--- src/ppw_regs.vh ---
// Purpose: register map and field constants for the port pin wake-up block
// Assumes: AXI4-Lite, 32-bit data, one aligned word per register
// Notes: all offsets are byte addresses
`ifndef PPW_REGS_VH
`define PPW_REGS_VH

`define PPW_PA_DATA_OFF 8'h00
`define PPW_PA_DIR_OFF 8'h04
`define PPW_PA_PULLUP_OFF 8'h08
`define PPW_PA_DIE_OFF 8'h0c
`define PPW_PA_IN_OFF 8'h10
`define PPW_PB_DATA_OFF 8'h14
`define PPW_PB_DIR_OFF 8'h18
`define PPW_PB_PULLUP_OFF 8'h1c
`define PPW_PB_PULLDN_OFF 8'h20
`define PPW_PB_DIE_OFF 8'h24
`define PPW_PB_IN_OFF 8'h28
`define PPW_WAKE_CFG_OFF 8'h2c
`define PPW_IRQ_CFG_OFF 8'h30
`define PPW_IRQ_STAT_OFF 8'h34
`define PPW_IRQ_MASK_OFF 8'h38

`define PPW_DIE_RST 8'hff
`define PPW_ZERO_RST 8'h00
// port bit that shares the external reset
`define PPW_RSTPIN_BIT 5
// pins with pull-low resistor: port b bits 6 and 7
`define PPW_PB_PULLDN_MASK 8'hc0
// irq_cfg fields: [1:0] line0 edge, [3:2] line1 edge
`define PPW_EDGE_RISE 2'b01
`define PPW_EDGE_FALL 2'b10
`define PPW_EDGE_BOTH 2'b11
// irq status bits
`define PPW_ST_EXT0 0
`define PPW_ST_EXT1 1
`define PPW_ST_WAKE 2
// fast wake settle ticks, normal wake settle ticks
`define PPW_WAKE_FAST_CYC 16'd16
`define PPW_WAKE_NORM_CYC 16'd2048

`endif

--- src/ppw_edge.v ---
// Purpose: per-line edge detector with selectable polarity
// Assumes: input already synchronised
// Notes: pulse is one cycle wide
`timescale 1ns/1ps
`default_nettype none

module ppw_edge (
    // clock and reset
    input wire aclk,
    input wire aresetn,
    // level and mode
    input wire level,
    input wire [1:0] mode,
    output wire pulse
);

reg prev_reg;

// remember last level
always @(posedge aclk)
begin
    if (!aresetn)
        prev_reg <= 1'b0;
    else
        prev_reg <= level;
end

// mode bit 0 rising, bit 1 falling
assign pulse = (mode[0] & level & ~prev_reg) | (mode[1] & ~level & prev_reg);

endmodule
`default_nettype wire

--- src/ppw_sync.v ---
// Purpose: three-flop synchroniser with agreement filter for pin inputs
// Assumes: one clock, aclk
// Notes: output changes once second and third stages agree
`timescale 1ns/1ps
`default_nettype none

module ppw_sync #(
    parameter W = 8
) (
    // clock and reset
    input wire aclk,
    input wire aresetn,
    // data
    input wire [W-1:0] d_in,
    output reg [W-1:0] q_out
);

reg [W-1:0] s1_reg;
reg [W-1:0] s2_reg;
reg [W-1:0] s3_reg;

// first stage read only by second; filter looks at stages two and three
always @(posedge aclk)
begin
    if (!aresetn)
    begin
        s1_reg <= {W{1'b0}};
        s2_reg <= {W{1'b0}};
        s3_reg <= {W{1'b0}};
        q_out <= {W{1'b0}};
    end
    else
    begin
        s1_reg <= d_in;
        s2_reg <= s1_reg;
        s3_reg <= s2_reg;
        q_out <= (q_out & (s2_reg ^ s3_reg)) | (s2_reg & s3_reg);
    end
end

endmodule
`default_nettype wire

--- src/ppw_top.v ---
// Purpose: port a / port b pin logic with wake-up and external interrupts
// Assumes: AXI4-Lite slave, 125 MHz aclk, pad cells outside
// Notes: pins with input disabled read zero and cannot wake
//
// Implementation choices: the register addresses and the AXI4-Lite interface to the registers.
`timescale 1ns/1ps
`default_nettype none
`include "ppw_regs.vh"

module ppw_top #(
    parameter PA_W = 8,
    parameter PB_W = 8,
    parameter [PA_W-1:0] PA_IMPL = 8'hf9,
    parameter [PB_W-1:0] PB_IMPL = 8'hff,
    parameter [15:0] WAKE_NORM_CYC = `PPW_WAKE_NORM_CYC,
    parameter [15:0] WAKE_FAST_CYC = `PPW_WAKE_FAST_CYC
) (
    // clock and reset
    input wire aclk,
    input wire aresetn,
    // code options, held static
    input wire irq0_alt_sel,
    input wire irq1_alt_sel,
    // sleep handshake
    input wire sleep_active,
    output reg wake_req,
    // pads of port a
    input wire [PA_W-1:0] pa_pad_in,
    output reg [PA_W-1:0] pa_pad_out,
    output reg [PA_W-1:0] pa_pad_oe,
    output reg [PA_W-1:0] pa_pull_up,
    output reg [PA_W-1:0] pa_in_en,
    // pads of port b
    input wire [PB_W-1:0] pb_pad_in,
    output reg [PB_W-1:0] pb_pad_out,
    output reg [PB_W-1:0] pb_pad_oe,
    output reg [PB_W-1:0] pb_pull_up,
    output reg [PB_W-1:0] pb_pull_dn,
    output reg [PB_W-1:0] pb_in_en,
    // interrupt
    output reg irq,
    // axi4-lite write address
    input wire [7:0] s_axi_awaddr,
    input wire s_axi_awvalid,
    output reg s_axi_awready,
    // axi4-lite write data
    input wire [31:0] s_axi_wdata,
    input wire [3:0] s_axi_wstrb,
    input wire s_axi_wvalid,
    output reg s_axi_wready,
    // axi4-lite write response
    output reg [1:0] s_axi_bresp,
    output reg s_axi_bvalid,
    input wire s_axi_bready,
    // axi4-lite read address
    input wire [7:0] s_axi_araddr,
    input wire s_axi_arvalid,
    output reg s_axi_arready,
    // axi4-lite read data
    output reg [31:0] s_axi_rdata,
    output reg [1:0] s_axi_rresp,
    output reg s_axi_rvalid,
    input wire s_axi_rready
);

localparam [1:0] RESP_OK = 2'b00;
localparam [1:0] RESP_SLVERR = 2'b10;
localparam [1:0] WK_IDLE = 2'b00;
localparam [1:0] WK_SETTLE = 2'b01;
localparam [1:0] WK_HOLD = 2'b10;

////////////////////////////////////////////////////////////////////////////////
// registers

reg [7:0] pa_data_reg;
reg [7:0] pa_dir_reg;
reg [7:0] pa_pullup_reg;
reg [7:0] pa_die_reg;
reg [7:0] pb_data_reg;
reg [7:0] pb_dir_reg;
reg [7:0] pb_pullup_reg;
reg [7:0] pb_pulldn_reg;
reg [7:0] pb_die_reg;
reg [1:0] wake_cfg_reg;
reg [3:0] irq_cfg_reg;
reg [2:0] irq_stat_reg;
reg [2:0] irq_mask_reg;
reg [7:0] aw_addr_reg;
reg aw_have_reg;
reg [31:0] w_data_reg;
reg [3:0] w_strb_reg;
reg w_have_reg;

wire [PA_W-1:0] pa_sync;
wire [PB_W-1:0] pb_sync;
wire [PA_W-1:0] pa_gated;
wire [PB_W-1:0] pb_gated;
reg [PA_W-1:0] pa_prev_reg;
reg [PB_W-1:0] pb_prev_reg;
wire irq0_level;
wire irq1_level;
wire irq0_pulse;
wire irq1_pulse;
wire pin_toggle;
wire wr_fire;
wire [7:0] wr_byte;
reg [2:0] stat_set;

// byte-lane merge of a write into an 8-bit register
function [7:0] lane0;
    input [7:0] old;
    input [31:0] data;
    input [3:0] strb;
    begin
        lane0 = strb[0] ? data[7:0] : old;
    end
endfunction

////////////////////////////////////////////////////////////////////////////////
// pin input path

ppw_sync #(.W(PA_W)) u_sync_pa (
    .aclk(aclk),
    .aresetn(aresetn),
    .d_in(pa_pad_in),
    .q_out(pa_sync)
);

ppw_sync #(.W(PB_W)) u_sync_pb (
    .aclk(aclk),
    .aresetn(aresetn),
    .d_in(pb_pad_in),
    .q_out(pb_sync)
);

assign pa_gated = pa_sync & pa_die_reg & PA_IMPL;
assign pb_gated = pb_sync & pb_die_reg & PB_IMPL;

assign irq0_level = irq0_alt_sel ? pb_gated[5] : pa_gated[0];
assign irq1_level = irq1_alt_sel ? pa_gated[4] : pb_gated[0];

ppw_edge u_edge0 (
    .aclk(aclk),
    .aresetn(aresetn),
    .level(irq0_level),
    .mode(irq_cfg_reg[1:0]),
    .pulse(irq0_pulse)
);

ppw_edge u_edge1 (
    .aclk(aclk),
    .aresetn(aresetn),
    .level(irq1_level),
    .mode(irq_cfg_reg[3:2]),
    .pulse(irq1_pulse)
);

// disabled pins cannot toggle here since gated value sits at zero
assign pin_toggle = (|(pa_gated ^ pa_prev_reg)) | (|(pb_gated ^ pb_prev_reg));

always @(posedge aclk)
begin
    if (!aresetn)
    begin
        pa_prev_reg <= {PA_W{1'b0}};
        pb_prev_reg <= {PB_W{1'b0}};
    end
    else
    begin
        pa_prev_reg <= pa_gated;
        pb_prev_reg <= pb_gated;
    end
end

////////////////////////////////////////////////////////////////////////////////
// wake sequencer: normal or fast settle before wake request

reg [1:0] wk_state_reg;
reg [15:0] wk_cnt_reg;

always @(posedge aclk)
begin
    if (!aresetn)
    begin
        wk_state_reg <= WK_IDLE;
        wk_cnt_reg <= 16'h0000;
        wake_req <= 1'b0;
    end
    else
    begin
        case (wk_state_reg)
            WK_IDLE:
            begin
                wake_req <= 1'b0;
                if (sleep_active && wake_cfg_reg[0] && pin_toggle)
                begin
                    wk_cnt_reg <= wake_cfg_reg[1] ? WAKE_FAST_CYC : WAKE_NORM_CYC;
                    wk_state_reg <= WK_SETTLE;
                end
            end
            WK_SETTLE:
            begin
                if (wk_cnt_reg <= 16'h0001)
                begin
                    wake_req <= 1'b1;
                    wk_state_reg <= WK_HOLD;
                end
                else
                    wk_cnt_reg <= wk_cnt_reg - 16'h0001;
            end
            WK_HOLD:
            begin
                // held until the core leaves sleep
                if (!sleep_active)
                begin
                    wake_req <= 1'b0;
                    wk_state_reg <= WK_IDLE;
                end
            end
            default:
                wk_state_reg <= WK_IDLE;
        endcase
    end
end

////////////////////////////////////////////////////////////////////////////////
// axi4-lite write channel; address and data may arrive in either order

assign wr_fire = aw_have_reg && w_have_reg && !s_axi_bvalid;
assign wr_byte = lane0(8'h00, w_data_reg, w_strb_reg);

always @(*)
begin
    stat_set = 3'b000;
    stat_set[`PPW_ST_EXT0] = irq0_pulse;
    stat_set[`PPW_ST_EXT1] = irq1_pulse;
    stat_set[`PPW_ST_WAKE] = (wk_state_reg == WK_SETTLE) && (wk_cnt_reg <= 16'h0001);
end

always @(posedge aclk)
begin
    if (!aresetn)
    begin
        s_axi_awready <= 1'b1;
        s_axi_wready <= 1'b1;
        s_axi_bvalid <= 1'b0;
        s_axi_bresp <= RESP_OK;
        aw_have_reg <= 1'b0;
        w_have_reg <= 1'b0;
        aw_addr_reg <= 8'h00;
        w_data_reg <= 32'h00000000;
        w_strb_reg <= 4'h0;
        pa_data_reg <= `PPW_ZERO_RST;
        pa_dir_reg <= `PPW_ZERO_RST;
        pa_pullup_reg <= `PPW_ZERO_RST;
        pa_die_reg <= `PPW_DIE_RST;
        pb_data_reg <= `PPW_ZERO_RST;
        pb_dir_reg <= `PPW_ZERO_RST;
        pb_pullup_reg <= `PPW_ZERO_RST;
        pb_pulldn_reg <= `PPW_ZERO_RST;
        pb_die_reg <= `PPW_DIE_RST;
        wake_cfg_reg <= 2'b00;
        irq_cfg_reg <= 4'h0;
        irq_stat_reg <= 3'b000;
        irq_mask_reg <= 3'b000;
    end
    else
    begin
        if (s_axi_awvalid && s_axi_awready)
        begin
            aw_addr_reg <= s_axi_awaddr;
            aw_have_reg <= 1'b1;
            s_axi_awready <= 1'b0;
        end
        if (s_axi_wvalid && s_axi_wready)
        begin
            w_data_reg <= s_axi_wdata;
            w_strb_reg <= s_axi_wstrb;
            w_have_reg <= 1'b1;
            s_axi_wready <= 1'b0;
        end
        // sticky status; set wins over write-one-clear
        irq_stat_reg <= irq_stat_reg | stat_set;
        if (wr_fire)
        begin
            aw_have_reg <= 1'b0;
            w_have_reg <= 1'b0;
            s_axi_bvalid <= 1'b1;
            s_axi_bresp <= RESP_OK;
            if (aw_addr_reg == `PPW_PA_DATA_OFF)
                pa_data_reg <= lane0(pa_data_reg, w_data_reg, w_strb_reg);
            else if (aw_addr_reg == `PPW_PA_DIR_OFF)
                pa_dir_reg <= lane0(pa_dir_reg, w_data_reg, w_strb_reg);
            else if (aw_addr_reg == `PPW_PA_PULLUP_OFF)
                pa_pullup_reg <= lane0(pa_pullup_reg, w_data_reg, w_strb_reg);
            // software clears crystal pin enables here
            else if (aw_addr_reg == `PPW_PA_DIE_OFF)
                pa_die_reg <= lane0(pa_die_reg, w_data_reg, w_strb_reg);
            else if (aw_addr_reg == `PPW_PB_DATA_OFF)
                pb_data_reg <= lane0(pb_data_reg, w_data_reg, w_strb_reg);
            else if (aw_addr_reg == `PPW_PB_DIR_OFF)
                pb_dir_reg <= lane0(pb_dir_reg, w_data_reg, w_strb_reg);
            else if (aw_addr_reg == `PPW_PB_PULLUP_OFF)
                pb_pullup_reg <= lane0(pb_pullup_reg, w_data_reg, w_strb_reg);
            else if (aw_addr_reg == `PPW_PB_PULLDN_OFF)
                pb_pulldn_reg <= lane0(pb_pulldn_reg, w_data_reg, w_strb_reg)
                    & `PPW_PB_PULLDN_MASK;
            else if (aw_addr_reg == `PPW_PB_DIE_OFF)
                pb_die_reg <= lane0(pb_die_reg, w_data_reg, w_strb_reg);
            else if (aw_addr_reg == `PPW_WAKE_CFG_OFF)
                wake_cfg_reg <= w_strb_reg[0] ? w_data_reg[1:0] : wake_cfg_reg;
            else if (aw_addr_reg == `PPW_IRQ_CFG_OFF)
                irq_cfg_reg <= w_strb_reg[0] ? w_data_reg[3:0] : irq_cfg_reg;
            else if (aw_addr_reg == `PPW_IRQ_STAT_OFF)
                irq_stat_reg <= (irq_stat_reg & ~wr_byte[2:0]) | stat_set;
            else if (aw_addr_reg == `PPW_IRQ_MASK_OFF)
                irq_mask_reg <= w_strb_reg[0] ? w_data_reg[2:0] : irq_mask_reg;
            else if (aw_addr_reg != `PPW_PA_IN_OFF && aw_addr_reg != `PPW_PB_IN_OFF)
                s_axi_bresp <= RESP_SLVERR;
        end
        if (s_axi_bvalid && s_axi_bready)
        begin
            s_axi_bvalid <= 1'b0;
            s_axi_awready <= 1'b1;
            s_axi_wready <= 1'b1;
        end
    end
end

////////////////////////////////////////////////////////////////////////////////
// axi4-lite read channel

always @(posedge aclk)
begin
    if (!aresetn)
    begin
        s_axi_arready <= 1'b1;
        s_axi_rvalid <= 1'b0;
        s_axi_rdata <= 32'h00000000;
        s_axi_rresp <= RESP_OK;
    end
    else if (s_axi_arvalid && s_axi_arready)
    begin
        s_axi_arready <= 1'b0;
        s_axi_rvalid <= 1'b1;
        s_axi_rresp <= RESP_OK;
        s_axi_rdata <= 32'h00000000;
        if (s_axi_araddr == `PPW_PA_DATA_OFF)
            s_axi_rdata[7:0] <= pa_data_reg;
        else if (s_axi_araddr == `PPW_PA_DIR_OFF)
            s_axi_rdata[7:0] <= pa_dir_reg;
        else if (s_axi_araddr == `PPW_PA_PULLUP_OFF)
            s_axi_rdata[7:0] <= pa_pullup_reg;
        else if (s_axi_araddr == `PPW_PA_DIE_OFF)
            s_axi_rdata[7:0] <= pa_die_reg;
        else if (s_axi_araddr == `PPW_PA_IN_OFF)
            s_axi_rdata[7:0] <= pa_gated;
        else if (s_axi_araddr == `PPW_PB_DATA_OFF)
            s_axi_rdata[7:0] <= pb_data_reg;
        else if (s_axi_araddr == `PPW_PB_DIR_OFF)
            s_axi_rdata[7:0] <= pb_dir_reg;
        else if (s_axi_araddr == `PPW_PB_PULLUP_OFF)
            s_axi_rdata[7:0] <= pb_pullup_reg;
        else if (s_axi_araddr == `PPW_PB_PULLDN_OFF)
            s_axi_rdata[7:0] <= pb_pulldn_reg;
        else if (s_axi_araddr == `PPW_PB_DIE_OFF)
            s_axi_rdata[7:0] <= pb_die_reg;
        else if (s_axi_araddr == `PPW_PB_IN_OFF)
            s_axi_rdata[7:0] <= pb_gated;
        else if (s_axi_araddr == `PPW_WAKE_CFG_OFF)
            s_axi_rdata[1:0] <= wake_cfg_reg;
        else if (s_axi_araddr == `PPW_IRQ_CFG_OFF)
            s_axi_rdata[3:0] <= irq_cfg_reg;
        else if (s_axi_araddr == `PPW_IRQ_STAT_OFF)
            s_axi_rdata[2:0] <= irq_stat_reg;
        else if (s_axi_araddr == `PPW_IRQ_MASK_OFF)
            s_axi_rdata[2:0] <= irq_mask_reg;
        else
            s_axi_rresp <= RESP_SLVERR;
    end
    else if (s_axi_rvalid && s_axi_rready)
    begin
        s_axi_rvalid <= 1'b0;
        s_axi_arready <= 1'b1;
    end
end

////////////////////////////////////////////////////////////////////////////////
// pad drive, registered so every output comes from a flop

always @(posedge aclk)
begin
    if (!aresetn)
    begin
        pa_pad_out <= {PA_W{1'b0}};
        pa_pad_oe <= {PA_W{1'b0}};
        pa_pull_up <= {PA_W{1'b0}};
        pa_in_en <= {PA_W{1'b0}};
        pb_pad_out <= {PB_W{1'b0}};
        pb_pad_oe <= {PB_W{1'b0}};
        pb_pull_up <= {PB_W{1'b0}};
        pb_pull_dn <= {PB_W{1'b0}};
        pb_in_en <= {PB_W{1'b0}};
        irq <= 1'b0;
    end
    else
    begin
        pa_pad_out <= pa_data_reg & PA_IMPL;
        pa_pad_oe <= pa_dir_reg & PA_IMPL;
        pa_pad_out[`PPW_RSTPIN_BIT] <= 1'b0;
        pa_pad_oe[`PPW_RSTPIN_BIT] <= pa_dir_reg[`PPW_RSTPIN_BIT]
            & ~pa_data_reg[`PPW_RSTPIN_BIT];
        // pull-high not offered on the open-drain pin
        pa_pull_up <= pa_pullup_reg & PA_IMPL & ~pa_dir_reg;
        pa_pull_up[`PPW_RSTPIN_BIT] <= 1'b0;
        pa_in_en <= pa_die_reg & PA_IMPL;
        pb_pad_out <= pb_data_reg & PB_IMPL;
        pb_pad_oe <= pb_dir_reg & PB_IMPL;
        pb_pull_up <= pb_pullup_reg & PB_IMPL & ~pb_dir_reg;
        pb_pull_dn <= pb_pulldn_reg & PB_IMPL & ~pb_dir_reg;
        pb_in_en <= pb_die_reg & PB_IMPL;
        irq <= |(irq_stat_reg & irq_mask_reg);
    end
end

endmodule
`default_nettype wire

--- config.mk ---
export PLATFORM = sky130hd
export DESIGN_NAME = ppw_top
export DESIGN_NICKNAME = d
export VERILOG_FILES = /design/src/ppw_edge.v /design/src/ppw_sync.v /design/src/ppw_top.v
export VERILOG_INCLUDE_DIRS = /design/src
export SDC_FILE = /design/constraint.sdc
export NUM_CORES = 1
export LEC_CHECK = 0
export BUFFER_PORTS_ARGS = -buffer_cell sky130_fd_sc_hd__buf_2
export CORE_MARGIN = 1.5
export CORE_UTILIZATION = 50
export CTS_CLUSTER_SIZE = 10
export DETAILED_ROUTE_END_ITERATION = 6
export MAX_ROUTING_LAYER = met4
export PLACE_DENSITY = 0.73
export SLEW_MARGIN = 0
export SYNTH_ARGS = -nofsm -noshare
export SYNTH_HDL_FRONTEND = slang
export SYNTH_HIERARCHICAL = 1
export SYNTH_SLANG_ARGS = --single-unit
--- constraint.sdc ---
create_clock -name aclk -period 3.3 [get_ports aclk]
set_input_delay 0.495 -clock aclk [delete_from_list [all_inputs] [get_ports aclk]]
set_output_delay 0.495 -clock aclk [all_outputs]
set_load 0.005 [all_outputs]
==> reports/results.tsv <==
metric	value	unit
final setup fails	0	
Ys Warns	6	
Net count, final	1344	
Hold Path Origin	s_axi_wvalid	
CTS root buf	clkbuf_16	
startpoint types	flop	
worst r2r dst	wk_cnt_reg[14]	
Max Clk Rate	0.395	GHz
die area	22100	um2
hold_buf cts	0	
DR vias	8328	
Final Hold Viols	0	
clk sink count	260	
Die Span Y	149	um
DRT iter0 DRCs	547	
Final Skew	0.0167	ns
CTS tree	yes	
worst skew pair latency	0.54	ns
Starting Density	50.7	%
outcome	complete, no violations	
Pleak	5.46	nW
mapped cell area	10600	um2
vias per cell	5.45	
clk buf depth	3	
post-CTS setup buffers	0	
via count of the first global-routing pass	7555	
CP Capture Type	flop	
placed cells	1493	
share of layout cells above drive strength 1	15.6	%
hold path depth	2	
Mapped Cells	1142	
largest net degree at the start of global routing	116	
GPL Wtd Cong	0.936	
grt ovf	0	
initial antenna violation count	1	
clock transition at the registers of the reported paths	0.05	ns
Max VDD drop	0.398	mV
port buffer count	121	
number of I/O pins	193	
CTS Buf Count	30	
arrival time at the worst endpoint	2.95	ns
DRT Pass-1 Iters	5	
r2r startpoint	pa_die_reg[4]	
Power Density	527	nW/um2
hold endpoint	s_axi_wready	
Residual DRC	0	
core box area	21000	um2
setup TNS	0	ns
RSZ-0062 raised after global routing	false	
crit share post-route	76.7	%
worst slew pin tran	0.936	ns
CP Class	reg -> reg	
DP HPWL	18500	um
Hold/Removal Path Class	in -> reg	
Area Growth Syn to Fin	13.9	%
detailed-route wire length	26800	um
H-tree Lvls	1	
max reg flops	16	
Routed wire per std cell	17.5	um
GRT Overall Usage	24.4	%
Slew Viols, Final	0	
wire length of the first global-routing pass	41100	um
CTS resizes	0	
worst-path fanout max	19	
fin cells	1529	
DIE WIDTH	149	um
FF-to-FF setup slack	0.77	ns
fillcell total	1909	
Post-Syn Area per Cell	9.30	um2
Worst EP required	3.72	ns
Final min period	2.53	ns
reg2reg path depth	6	
Max-Cap Viols	0	
Site Rows	53	
Worst slew margin	37.6	%
antenna-violating nets left	0	
layout make-up:
| cell class | count | area [um2] | area share, % |
|---|---|---|---|
| inverter | 9 | 35.0 | 0.290 |
| antenna | 1 | 2.50 | 0.0207 |
| clock buffer | 34 | 797 | 6.59 |
| sequential | 260 | 5200 | 43.0 |
| tap | 275 | 344 | 2.84 |
| clock inverter | 1 | 8.76 | 0.0724 |
| multi-input combinational | 811 | 4970 | 41.1 |
| timing repair buffer | 138 | 736 | 6.08 |
metal layers:
| layer | global-route usage [%] | routed length (um) | vias to the layer above |
|---|---|---|---|
| met5 | - | 0 | - |
| met4 | 6.73 | 612 | 0 |
| met3 | 3.58 | 1880 | 48 |
| met2 | 37.1 | 11900 | 287 |
| met1 | 33.9 | 12500 | 3910 |
| li1 | - | - | 4083 |
worst max-delay path by stage:
stage,depth (start not counted),startpoint,slack [ns],endpoint
after floorplan,7,s_axi_araddr[2],1.13,s_axi_rdata[1]
after global placement,7,s_axi_araddr[2],0.79,s_axi_rdata[0]
after detailed placement,7,aresetn,0.79,wk_cnt_reg[14]
after CTS,6,pb_die_reg[2],0.81,wk_cnt_reg[14]
after global routing,6,pa_die_reg[4],0.63,wk_cnt_reg[14]
final,6,pa_die_reg[4],0.77,wk_cnt_reg[14]
report_power, final:
group	leakage (nW)	switching [mW]	total, mW	internal [mW]
clock network	0.396	1.16	2.82	1.67
logic	2.95	0.193	0.303	0.110
registers	2.11	0.0526	3.25	3.20
total	5.46	1.40	6.37	4.97
critical path, stage by stage, from the launching register on:
cell and delay (ns):
dfxtp_1 0.49, and3_1 0.21, o22ai_1 0.11, or4b_1 0.55
o22ai_2 0.65, nand2b_1 0.12, o31ai_1 0.29
cell usage in the layout, fill, tap and decap left out, types with 4 or more instances in the layout:
cell type    n
a211oi_1     8
a21o_1       8
a21oi_1     76
a221oi_1     4
a22oi_1      6
a31oi_1      6
a32oi_1      4
and2_1      86
and2b_1     10
and3_1      31
buf_2      120
buf_4       18
clkbuf_16   31
conb_1      42
dfxtp_1    260
ha_1        16
inv_1        7
mux2i_1     85
nand2_1    119
nand2b_1    22
nand3_1     20
nand4_1      7
nor2_1      96
nor2b_1     10
nor3_1      15
nor3b_1     14
nor4_1       6
o2111ai_1    7
o21ai_0     29
o21ai_1      4
o22ai_1      9
o31ai_1      7
or3_1        7
per-stage QoR:
| step | utilization, % | power [mW] | hold WS, ns | area [um2] | setup slack (ns) |
|---|---|---|---|---|---|
| floorplan | - | 3.53 | 0.410 | 10800 | 1.13 |
| global placement | 53.9 | 3.61 | 0.417 | 11300 | 0.789 |
| detailed placement | 53.9 | 3.61 | 0.418 | 11300 | 0.795 |
| CTS | 57.7 | 6.42 | 0.146 | 12100 | 0.809 |
| global route | 57.7 | 6.59 | 0.161 | 12100 | 0.635 |
| finish | 57.7 | 6.37 | 0.158 | 12100 | 0.769 |
Power figures use the tool's default switching activity.
